**config.mk**
```make
export PLATFORM = sky130hd
export DESIGN_NAME = tppo_top
export DESIGN_NICKNAME = d
export VERILOG_FILES = /design/src/pkg/tppo_pkg.sv /design/src/core/tppo_top.sv
export SDC_FILE = /design/constraint.sdc
export NUM_CORES = 1
export LEC_CHECK = 0
export BUFFER_PORTS_ARGS = -buffer_cell sky130_fd_sc_hd__buf_2
export CELL_PAD_IN_SITES_DETAIL_PLACEMENT = 1
export CELL_PAD_IN_SITES_GLOBAL_PLACEMENT = 1
export CORE_AREA = 2 2 245 247
export DETAILED_ROUTE_END_ITERATION = 7
export DIE_AREA = 0 0 247 249
export PLACE_DENSITY = 0.88
export SKIP_CTS_REPAIR_TIMING = 1
export SLEW_MARGIN = 20
export SYNTH_ARGS = -nofsm -noshare
export SYNTH_HDL_FRONTEND = slang
export SYNTH_SLANG_ARGS = --single-unit
```
**constraint.sdc**
```tcl
create_clock -name hclk -period 3.97 [get_ports hclk]
set_clock_uncertainty 0.2 [all_clocks]
set_input_delay 0.5955 -clock hclk [delete_from_list [all_inputs] [get_ports hclk]]
set_output_delay 0.5955 -clock hclk [all_outputs]
set_load 0.03 [all_outputs]
```
**src/pkg/tppo_pkg.sv**
```systemverilog
package tppo_pkg;
  localparam int unsigned TPPO_NCH = 5;
  localparam int unsigned TPPO_CW = 16;
  localparam int unsigned TPPO_NGRP = 4;
  localparam int unsigned TPPO_NEV = 9;
  localparam logic [7:0] TPPO_OFS_CTRL = 8'h00;
  localparam logic [7:0] TPPO_OFS_NXTDATA = 8'h04;
  localparam logic [7:0] TPPO_OFS_NXTMASK = 8'h08;
  localparam logic [7:0] TPPO_OFS_GRPSEL = 8'h0C;
  localparam logic [7:0] TPPO_OFS_GRPEN = 8'h10;
  localparam logic [7:0] TPPO_OFS_ISTAT = 8'h14;
  localparam logic [7:0] TPPO_OFS_IMASK = 8'h18;
  localparam logic [7:0] TPPO_OFS_POUT = 8'h1C;
  localparam logic [7:0] TPPO_OFS_CH0 = 8'h20;
  localparam logic [7:0] TPPO_CH_STRIDE = 8'h10;
  localparam logic [3:0] TPPO_SUB_CNT = 4'h0;
  localparam logic [3:0] TPPO_SUB_PERIOD = 4'h4;
  localparam logic [3:0] TPPO_SUB_DUTY = 4'h8;
  localparam int unsigned TPPO_CTRL_PHASE = 5;
  localparam int unsigned TPPO_CTRL_PWM = 6;
  localparam logic [6:0] TPPO_RST_CTRL = 7'h00;
  localparam logic [15:0] TPPO_RST_CNT = 16'h0000;
  localparam logic [15:0] TPPO_RST_PERIOD = 16'hFFFF;
  localparam logic [15:0] TPPO_RST_DUTY = 16'h0000;
  localparam logic [11:0] TPPO_RST_GRPSEL = 12'h000;
  localparam logic [7:0] TPPO_RST_GRPEN = 8'h00;
  localparam logic [1:0] TPPO_HTRANS_NONSEQ = 2'b10;
  typedef enum logic [1:0] {
    TPPO_NOV_IDLE = 2'b00,
    TPPO_NOV_CLEARED = 2'b01
  } tppo_nov_t;
endpackage
```
**src/core/tppo_top.sv**
```systemverilog
`timescale 1ns/100ps
`default_nettype none
module tppo_top
  import tppo_pkg::*;
(
  input wire logic hclk, // Bus and timer clock.
  input wire logic hresetn, // Asynchronous reset, active low.
  input wire logic ce, // Clock enable; low freezes all state.
  input wire logic hsel, // Slave select.
  input wire logic [31:0] haddr, // Byte address.
  input wire logic [1:0] htrans, // Transfer type.
  input wire logic hwrite, // Write when high.
  input wire logic [2:0] hsize, // Transfer size, word only.
  input wire logic [31:0] hwdata, // Write data.
  input wire logic hready, // Bus ready.
  output logic hreadyout, // Slave ready.
  output logic hresp, // Always OKAY.
  output logic [31:0] hrdata, // Read data.
  input wire logic enc_a, // Quadrature phase A pin.
  input wire logic enc_b, // Quadrature phase B pin.
  output logic [4:0] wave_out, // Per-channel PWM waveform.
  output logic [15:0] pattern_out, // Pattern output latches.
  output logic dma_req, // One-cycle pulse on a group update.
  output logic irq // Level interrupt.
);
  logic [6:0] ctrl_r, ctrl_nxt;
  logic [15:0] ndata_r, ndata_nxt;
  logic [15:0] nmask_r, nmask_nxt;
  logic [11:0] gsel_r, gsel_nxt;
  logic [7:0] gen_r, gen_nxt;
  logic [8:0] ist_r, ist_nxt;
  logic [8:0] imsk_r, imsk_nxt;
  logic [15:0] per_r [TPPO_NCH];
  logic [15:0] per_nxt [TPPO_NCH];
  logic [15:0] duty_r [TPPO_NCH];
  logic [15:0] duty_nxt [TPPO_NCH];
  logic [31:0] rdata_r, rdata_nxt;
  logic [7:0] waddr_r, waddr_nxt;
  logic wen_r, wen_nxt;
  logic [15:0] cnt_r [TPPO_NCH];
  logic [15:0] cnt_nxt [TPPO_NCH];
  logic updn_r, updn_nxt;
  logic [4:0] cma_r, cma_nxt, cmb_r, cmb_nxt;
  logic [4:0] wave_r;
  logic [4:0] wave_nxt;
  logic [1:0] qa_r, qb_r;
  logic qa_p_r, qb_p_r;
  logic [15:0] pout_r, pout_nxt;
  tppo_nov_t nov_r [TPPO_NGRP];
  tppo_nov_t nov_nxt [TPPO_NGRP];
  logic dma_r, dma_nxt;
  logic [3:0] gupd;
  logic addr_ok;
  logic rd_clr;
  logic [31:0] rd_val;
  logic [7:0] aoff;
  logic [2:0] chi;
  logic [3:0] sub;
  logic qstep, qup;
  // First byte address past the last channel; offsets beyond it must not alias onto a channel.
  localparam logic [7:0] TPPO_OFS_END = TPPO_OFS_CH0 + 8'(TPPO_NCH) * TPPO_CH_STRIDE;

  assign hreadyout = 1'b1;
  assign hresp = 1'b0;
  assign hrdata = rdata_r;
  assign wave_out = wave_r;
  assign pattern_out = pout_r;
  assign dma_req = dma_r;
  assign irq = |(ist_r & imsk_r);

  assign addr_ok = hsel & hready & (htrans == TPPO_HTRANS_NONSEQ);
  assign aoff = haddr[7:0];
  assign chi = 3'((aoff - TPPO_OFS_CH0) >> 4);
  assign sub = aoff[3:0];

  // Read multiplexer, evaluated in the address phase.
  always_comb begin
    rd_val = 32'h0000_0000;
    case (aoff)
      TPPO_OFS_CTRL: rd_val = {25'h0, ctrl_r};
      TPPO_OFS_NXTDATA: rd_val = {16'h0, ndata_r};
      TPPO_OFS_NXTMASK: rd_val = {16'h0, nmask_r};
      TPPO_OFS_GRPSEL: rd_val = {20'h0, gsel_r};
      TPPO_OFS_GRPEN: rd_val = {24'h0, gen_r};
      TPPO_OFS_ISTAT: rd_val = {23'h0, ist_r};
      TPPO_OFS_IMASK: rd_val = {23'h0, imsk_r};
      TPPO_OFS_POUT: rd_val = {16'h0, pout_r};
      default: begin
        if (aoff >= TPPO_OFS_CH0 && aoff < TPPO_OFS_END) begin
          case (sub)
            TPPO_SUB_CNT: rd_val = {16'h0, cnt_r[chi]};
            TPPO_SUB_PERIOD: rd_val = {16'h0, per_r[chi]};
            TPPO_SUB_DUTY: rd_val = {16'h0, duty_r[chi]};
            default: rd_val = 32'h0000_0000;
          endcase
        end
      end
    endcase
  end

  assign rd_clr = ce & addr_ok & ~hwrite & (aoff == TPPO_OFS_ISTAT);

  // Bus and register group.
  always_comb begin
    logic [2:0] wc;
    wc = 3'((waddr_r - TPPO_OFS_CH0) >> 4);
    ctrl_nxt = ctrl_r;
    ndata_nxt = ndata_r;
    nmask_nxt = nmask_r;
    gsel_nxt = gsel_r;
    gen_nxt = gen_r;
    imsk_nxt = imsk_r;
    per_nxt = per_r;
    duty_nxt = duty_r;
    rdata_nxt = rdata_r;
    wen_nxt = wen_r;
    waddr_nxt = waddr_r;
    if (ce) begin
      wen_nxt = addr_ok & hwrite;
      waddr_nxt = aoff;
      if (addr_ok & ~hwrite) begin
        rdata_nxt = rd_val;
      end
      if (wen_r) begin
        case (waddr_r)
          TPPO_OFS_CTRL: ctrl_nxt = hwdata[6:0];
          TPPO_OFS_NXTDATA: ndata_nxt = hwdata[15:0];
          TPPO_OFS_NXTMASK: nmask_nxt = hwdata[15:0];
          TPPO_OFS_GRPSEL: gsel_nxt = hwdata[11:0];
          TPPO_OFS_GRPEN: gen_nxt = hwdata[7:0];
          TPPO_OFS_IMASK: imsk_nxt = hwdata[8:0];
          default: begin
            if (waddr_r >= TPPO_OFS_CH0 && waddr_r < TPPO_OFS_END) begin
              if (waddr_r[3:0] == TPPO_SUB_PERIOD) per_nxt[wc] = hwdata[15:0];
              if (waddr_r[3:0] == TPPO_SUB_DUTY) duty_nxt[wc] = hwdata[15:0];
            end
          end
        endcase
      end
    end
  end

  always_ff @(posedge hclk or negedge hresetn) begin
    if (!hresetn) begin
      ctrl_r <= TPPO_RST_CTRL;
      ndata_r <= 16'h0000;
      nmask_r <= 16'h0000;
      gsel_r <= TPPO_RST_GRPSEL;
      gen_r <= TPPO_RST_GRPEN;
      imsk_r <= 9'h000;
      rdata_r <= 32'h0000_0000;
      wen_r <= 1'b0;
      waddr_r <= 8'h00;
      for (int i = 0; i < TPPO_NCH; i++) begin
        per_r[i] <= TPPO_RST_PERIOD;
        duty_r[i] <= TPPO_RST_DUTY;
      end
    end else begin
      ctrl_r <= ctrl_nxt;
      ndata_r <= ndata_nxt;
      nmask_r <= nmask_nxt;
      gsel_r <= gsel_nxt;
      gen_r <= gen_nxt;
      imsk_r <= imsk_nxt;
      rdata_r <= rdata_nxt;
      wen_r <= wen_nxt;
      waddr_r <= waddr_nxt;
      per_r <= per_nxt;
      duty_r <= duty_nxt;
    end
  end

  // Quadrature decode: one step per edge of either phase; the third stage feeds the edge check.
  assign qstep = (qa_r[1] ^ qa_p_r) | (qb_r[1] ^ qb_p_r);
  assign qup = qa_r[1] ^ qb_p_r;

  // Counter group.
  always_comb begin
    logic step;
    step = 1'b0;
    cnt_nxt = cnt_r;
    updn_nxt = updn_r;
    cma_nxt = cma_r;
    cmb_nxt = cmb_r;
    wave_nxt = wave_r;
    if (ce) begin
      for (int i = 0; i < TPPO_NCH; i++) begin
        step = ctrl_r[i];
        if (i == 2 && ctrl_r[TPPO_CTRL_PHASE]) begin
          step = ctrl_r[i] & qstep;
          if (step) cnt_nxt[i] = qup ? cnt_r[i] + 16'h0001 : cnt_r[i] - 16'h0001;
        end else if (i >= 3 && ctrl_r[TPPO_CTRL_PWM]) begin
          if (step) cnt_nxt[i] = updn_r ? cnt_r[i] + 16'h0001 : cnt_r[i] - 16'h0001;
        end else if (step) begin
          cnt_nxt[i] = (cnt_r[i] == per_r[i]) ? 16'h0000 : cnt_r[i] + 16'h0001;
        end
        cma_nxt[i] = step & (cnt_nxt[i] == per_r[i]);
        cmb_nxt[i] = step & (cnt_nxt[i] == duty_r[i]);
        wave_nxt[i] = cnt_nxt[i] < duty_r[i];
      end
      // Channel three leads the shared direction; four follows it.
      if (ctrl_r[TPPO_CTRL_PWM] && ctrl_r[3]) begin
        if (updn_r && cnt_nxt[3] >= per_r[3]) updn_nxt = 1'b0;
        else if (!updn_r && cnt_nxt[3] == 16'h0000) updn_nxt = 1'b1;
      end
    end
  end

  always_ff @(posedge hclk or negedge hresetn) begin
    if (!hresetn) begin
      for (int i = 0; i < TPPO_NCH; i++) cnt_r[i] <= TPPO_RST_CNT;
      updn_r <= 1'b1;
      cma_r <= 5'h00;
      cmb_r <= 5'h00;
      wave_r <= 5'h00;
      qa_r <= 2'b00;
      qb_r <= 2'b00;
      qa_p_r <= 1'b0;
      qb_p_r <= 1'b0;
    end else begin
      cnt_r <= cnt_nxt;
      updn_r <= updn_nxt;
      cma_r <= cma_nxt;
      cmb_r <= cmb_nxt;
      wave_r <= wave_nxt;
      if (ce) begin
        qa_r <= {qa_r[0], enc_a};
        qb_r <= {qb_r[0], enc_b};
        qa_p_r <= qa_r[1];
        qb_p_r <= qb_r[1];
      end
    end
  end

  // Pattern group.
  always_comb begin
    logic [2:0] sc;
    logic [3:0] msk, dat, cur;
    sc = 3'h0;
    msk = 4'h0;
    dat = 4'h0;
    cur = 4'h0;
    pout_nxt = pout_r;
    nov_nxt = nov_r;
    gupd = 4'h0;
    ist_nxt = rd_clr ? 9'h000 : ist_r;
    dma_nxt = dma_r;
    for (int g = 0; g < TPPO_NGRP; g++) begin
      sc = gsel_r[g*3 +: 3];
      msk = nmask_r[g*4 +: 4];
      dat = ndata_r[g*4 +: 4];
      cur = pout_r[g*4 +: 4];
      if (ce && gen_r[g] && sc < 3'(TPPO_NCH)) begin
        if (!gen_r[4+g]) begin
          if (cma_r[sc]) begin
            pout_nxt[g*4 +: 4] = (cur & ~msk) | (dat & msk);
            gupd[g] = 1'b1;
          end
        end else begin
          case (nov_r[g])
            TPPO_NOV_IDLE: begin
              if (cmb_r[sc]) begin
                pout_nxt[g*4 +: 4] = cur & ~(msk & ~dat);
                nov_nxt[g] = TPPO_NOV_CLEARED;
              end
            end
            TPPO_NOV_CLEARED: begin
              if (cma_r[sc]) begin
                pout_nxt[g*4 +: 4] = cur | (msk & dat);
                nov_nxt[g] = TPPO_NOV_IDLE;
                gupd[g] = 1'b1;
              end
            end
            default: nov_nxt[g] = TPPO_NOV_IDLE;
          endcase
        end
      end else if (ce && !gen_r[g]) begin
        nov_nxt[g] = TPPO_NOV_IDLE;
      end
    end
    if (ce) begin
      dma_nxt = |gupd;
      ist_nxt = ist_nxt | {gupd, cma_r};
    end
  end

  always_ff @(posedge hclk or negedge hresetn) begin
    if (!hresetn) begin
      pout_r <= 16'h0000;
      for (int g = 0; g < TPPO_NGRP; g++) nov_r[g] <= TPPO_NOV_IDLE;
      ist_r <= 9'h000;
      dma_r <= 1'b0;
    end else begin
      pout_r <= pout_nxt;
      nov_r <= nov_nxt;
      ist_r <= ist_nxt;
      dma_r <= dma_nxt;
    end
  end
endmodule
`default_nettype wire

```
# ---- Word level (Yosys, flattened, before mapping)
# Cells that the tools add are included.
dict set report classes {
  add_sub_neg 10
  magnitude_cmp 21
  n_eq_ne 60
  n_mux 122
  n_bitwise 64
  n_reduce_logical 61
}
# operator count
set ops {}
lappend ops {{16-bit two-way mux} 32}
lappend ops {{32-bit case mux with 8 select lines} 1}
lappend ops {{16-bit equality test} 15}
lappend ops {{80-bit bitwise mux} 2}
lappend ops {{16-bit binary-select mux with 3-bit select} 3}
lappend ops {{16-bit by 1-bit adder with 16-bit output, second input constant} 5}
lappend ops {{16-bit less-than comparator} 5}
lappend ops {{4-bit AND} 16}
lappend ops {{4-bit two-way mux} 16}
lappend ops {{16-bit demux with 3-bit select} 1}
lappend ops {{8-bit by 5-bit equality test with 1-bit output, second input constant} 6}
lappend ops {{4-bit NOT} 12}
lappend ops {{16-bit case mux with 3 select lines} 1}
lappend ops {{16-bit by 1-bit subtractor with 16-bit output, second input constant} 3}
lappend ops {{2-bit two-way mux} 20}
lappend ops {{3-bit != test, second input constant} 12}
lappend ops {{8-bit by 4-bit equality test with 1-bit output, second input constant} 4}
lappend ops {{4-bit bitwise OR} 8}
lappend ops {{4-bit case mux with 2 select lines} 4}
lappend ops {{5-bit AND reduction} 6}
lappend ops {{1-bit two-way mux} 28}
lappend ops {{1-bit binary-select mux with 3-bit select} 8}
lappend ops {{3-bit AND reduction} 7}
lappend ops {{1-bit AND} 18}
lappend ops {{other kinds (35)} 105}
dict set report word_totals {
  regBits 405
  inputBits 77
  output_inout_bits 57
}

# ---- Depth between registers and ports, before layout
dict set report logic_depth {
  ltp_word 9
  depth_mapped 20
}

# ---- Least setup slack after synthesis
# No wires, ideal clock.
dict set report synth_timing {
  kind {register -> register}
  start {register per_r[38] (netlist bit)}
  end {register wave_r[2] (netlist: wave_out[2])}
  arrival_ns 3.735
  required_time_ns 3.660
  setup_slack_ns -0.075
  stages_incl_launch_ff 20
  period_less_slack_ns 4.045
  path_cell_list {dfstp_2 -> buf_2 -> xor2_1 -> or4_1 -> nor4_2 -> nand2_1 -> buf_2 -> nand2_1 -> nor3b_1 -> a221o_1 -> ha_1 -> nor2b_1 -> o21a_1 -> o21ai_0 -> nand2b_1 -> a21oi_1 -> nor2b_1 -> o21ai_0 -> a21oi_1 -> o41ai_1}
}
dict set report synth_between {
  elab_chain_len 6
}
# element line
set synth_rtl {}
lappend synth_rtl {{start, declared} tppo_top.sv:33} ;# logic [15:0] per_r [TPPO_NCH];
lappend synth_rtl {{start signal, assigned} tppo_top.sv:168} ;# per_r <= per_nxt;
lappend synth_rtl {{16-bit equality test} tppo_top.sv:195} ;# cnt_nxt[i] = (cnt_r[i] == per_r[i]) ? 16'h0000 : cnt_r[i] + 16'h0001;
lappend synth_rtl {{16-bit two-way mux} tppo_top.sv:195}
lappend synth_rtl {{16-bit two-way mux} tppo_top.sv:194} ;# end else if (step) begin
lappend synth_rtl {{16-bit two-way mux} tppo_top.sv:189} ;# if (i == 2 && ctrl_r[TPPO_CTRL_PHASE]) begin
lappend synth_rtl {{16-bit two-way mux} tppo_top.sv:186} ;# if (ce) begin
lappend synth_rtl {{16-bit less-than comparator} tppo_top.sv:199} ;# wave_nxt[i] = cnt_nxt[i] < duty_r[i];
lappend synth_rtl {{end signal, assigned} tppo_top.sv:225} ;# wave_r <= wave_nxt;
lappend synth_rtl {{end, declared} tppo_top.sv:44} ;# logic [4:0] wave_r;
# Every way passes these cells. The select of a mux whose other input is x is not followed.
# A chain may end at the register's enable or synchronous reset.

# ---- Worst setup path after layout
dict set report layout_timing {
  start {register per_r[33] (netlist bit)}
  end {register wave_r[2] (netlist: wave_out[2])}
}
# The elaborated chain is that of the path after synthesis.

==> impl_metrics.yaml <==
die:
  dieArea_mm2: 0.06150
  rows: 89
  die_width_um: 247
  pin_count: 134
  core_mm2: 0.05869
  dieHeight_um: 249
  initial_utilization_pct: 44.60
pwr:
  vdd_drop_max_v: 0.0003066
  powerDensity_mw_per_mm2: 336.7
  p_total_mw: 10.29
  p_leak_nw: 13.18
finish:
  layout_commonest_cell: "dfrtp_1"
  fin_nets: 3045
  fillerInstances: 6527
  layout_common_cells: "dfrtp_1 (301), mux2_2 (286), buf_4 (230), nor2_1 (182), inv_1 (149)"
  area_growth_pct: 16.80
  drive_gt1_share_pct: 30.85
worst_setup_path:
  rr_startpoint: "per_r[33]"
  cpLargestDelayFamily: "compound AO/OA/AOI/OAI gates"
  cp.required_ns: 4.28
  path_buf_inv: 1
  cp_slowest_stage_delay_ns: 0.64
  rr_worst_depth: 17
  slowest_stage: "dfstp_2"
  rrSetupSlack_ns: -0.28
  cp.arrival_ns: 4.57
  startpoint_type: "register"
  crit_fanout: 2
  path_class: "reg -> reg"
  end_kind: "register"
  worstReg2RegEnd: "wave_out[2]"
  crit_path_cell_trace: "xor2_2 -> or4b_4 -> or4b_4 -> nor2_4 -> buf_6 -> o32ai_1 -> o221a_2 -> ha_4 -> a21o_1 -> a21o_1 -> a21oi_2 -> nor2b_1 -> o21ai_1 -> nand2b_1 -> a21oi_2 -> nor2b_2 -> o41ai_2"
timing:
  setup_ws_ns: -0.2846
  slew_viol_final: 0
  setup_violations: 3
  worst_slew_pin_slew_ns: 1.058
  slew_headroom_pct: 29.29
  hold_violations: 0
  period_minus_slack_ns: 4.255
  hold-worst-slack_ns: 0.02060
  max_freq_mhz: 235.0
  fin_crit_sh_pct: 107.2
  rsz0062_at_grt: "yes"
synth:
  ys.flop_type: "dfrtp_1"
  yosysWarnings: 0
  ys_ff_latch: 385
  synth.distinct_cells: 85
  yosysSeqAreaShare_pct: 37.20
  synth_edf_count: 0
  postSynthCellCount: 2689
  synthArstFlopShare_pct: 100.0
  syn_area_mm2: 0.02617
  synth.avg_cell_area_um2: 9.733
placement:
  port_buffers: 72
  dpl.hpwl_um: 85080
  gp_congestion: 0.9918
global_routing:
  grt_max_degree: 91
  grt_util_met3_pct: 8.899
  busiest_layer: "met2"
  grtUsageTotal_pct: 37.69
  grt-ovfl-total: 0
  use_met2_pct: 56.14
  grt_util_met1_pct: 47.80
  grt_pass1_wl_um: 172100
  antenna_found_initial: 9
  grt_pass1_vias: 26020
hold_path:
  holdCritPathClass: "in -> reg"
  holdPathStages: 2
  min-delay-start: "enc_a"
  holdPathEnd: "qa_r[0]"
clocking:
  numCtsBuffers: 45
  ctsLongestPathBuffers: 3
  cts_tree: "done"
  clk_pin_slew_worst_paths_ns: 0.07
  insertion_delay_ns: 0.63
  h-tree-depth: 2
  clkSinkCount: 385
  cts-root-buf: "clkbuf_16"
routing:
  via_per_inst: 6.869
  ant_nets: 0
  vias: 25270
  wl_um: 118200
  drt_pass1_iterations: 8
  drc: 0
  first_iter_violations: 3140
  wl_per_cell_um: 32.15
status:
  outcome: "finished with violations"
  violations: "setup timing"
flow_run:
  timing.max_cap.violations: 0
metrics by stage:
stage               cell area (um2)  std cells  setup WS, ns  utilization [%]  TNS [ns]
floorplan                     26270       2705      -0.03387                -  -0.03387
global placement              28590       3578       -0.1526            48.72   -0.1526
detailed placement            28590       3578       -0.3592            48.72   -0.7396
CTS                           30150       3662       -0.4070            51.38   -0.9449
global route                  30560       3675       -0.3980            52.08    -1.085
finish                        30570       3678       -0.2846            52.09   -0.4128
cell families (layout without fill, tap and decap cells):
family | count (synthesis) | after routing | synth area share [%]
AO/OA/AOI/OAI | 612 | 612 | 15.51
AND/OR/NAND/NOR | 722 | 722 | 13.96
other | 2 | 22 | 0.02870
buffers and inverters | 350 | 546 | 5.388
adder cells (fa/ha/maj) | 104 | 104 | 4.972
multiplexers | 351 | 351 | 17.48
flip-flops | 385 | 385 | 37.20
XOR/XNOR | 163 | 163 | 5.455
synthesized netlist by cell type (21+ instances only):
master    count  share of area, %
a22oi_1      71               2.0
nand4_1      60               1.4
nor2b_1      43               1.0
nor3_1       48              0.92
mux2_2      286                12
nand2_1     150               2.2
nor4_1       35              0.84
o31ai_1      23              0.66
a31oi_1      21              0.50
a21o_1       32              0.92
xnor2_1      94               3.1
inv_1       149               2.1
a22o_1       24              0.80
mux4_2       55               4.7
o22ai_1      29              0.69
clkbuf_1    157               2.3
dfrtp_1     304                29
a21oi_1     136               2.6
ha_1        104               5.0
o21ai_0     130               2.5
nor2_1      187               2.7
dfstp_2      81               8.1
nand2b_1     33              0.79
nand3_1      73               1.4
xor2_1       69               2.3
worst max path at each step:
stage	from	end	slack (ns)	cells past startpoint
2_1_floorplan	per_r[38]	wave_out[2]	-0.03	19
3_3_place_gp	per_r[43]	wave_out[2]	-0.15	16
3_5_place_dp	ctrl_r[6]	wave_out[3]	-0.36	15
4_1_cts	cnt_r[20]	wave_out[3]	-0.41	16
5_1_grt	per_r[33]	wave_out[2]	-0.40	17
6_report	per_r[33]	wave_out[2]	-0.28	17
routing by layer:
metal	up-vias	wire, um	part of all wire [%]
li1	10200	-	-
met1	12810	43680	37
met2	1723	51520	44
met3	532	12900	11
met4	8	10090	8.5
met5	-	56	0.047
state kept, by name (all words and copies together), names as in the netlist, named ones only:
register and count:
hrdata 16, qb_r 2, ist_r 9, updn_r 1, dma_req 1, cnt_r 80
gsel_r 12, wave_out 5, cma_r 5, qb_p_r 1, duty_r 80, per_r 80
imsk_r 9, qa_p_r 1, ndata_r 16, waddr_r 8, cmb_r 5, ctrl_r 7
nmask_r 16, nov_r 4, qa_r 2, gen_r 8, wen_r 1
power by group:
group,internal (mW),switching (mW),leakage (nW)
combinational,0.555,1.07,7.46
sequential,4.04,0.139,4.96
clock,2.54,1.95,0.762
total,7.14,3.16,13.2
layout make-up:
class | count | area, um2 | share of cell area, %
sequential | 385 | 9739 | 31.86
clock inverter | 24 | 291.5 | 0.9537
tap | 773 | 967.2 | 3.164
multi-input combinational | 1970 | 15440 | 50.50
timing repair buffer | 313 | 2291 | 7.495
antenna | 4 | 10.01 | 0.03275
inverter | 149 | 559.3 | 1.830
clock buffer | 60 | 1272 | 4.163
Note: power is estimated with default switching activity, not from simulation.
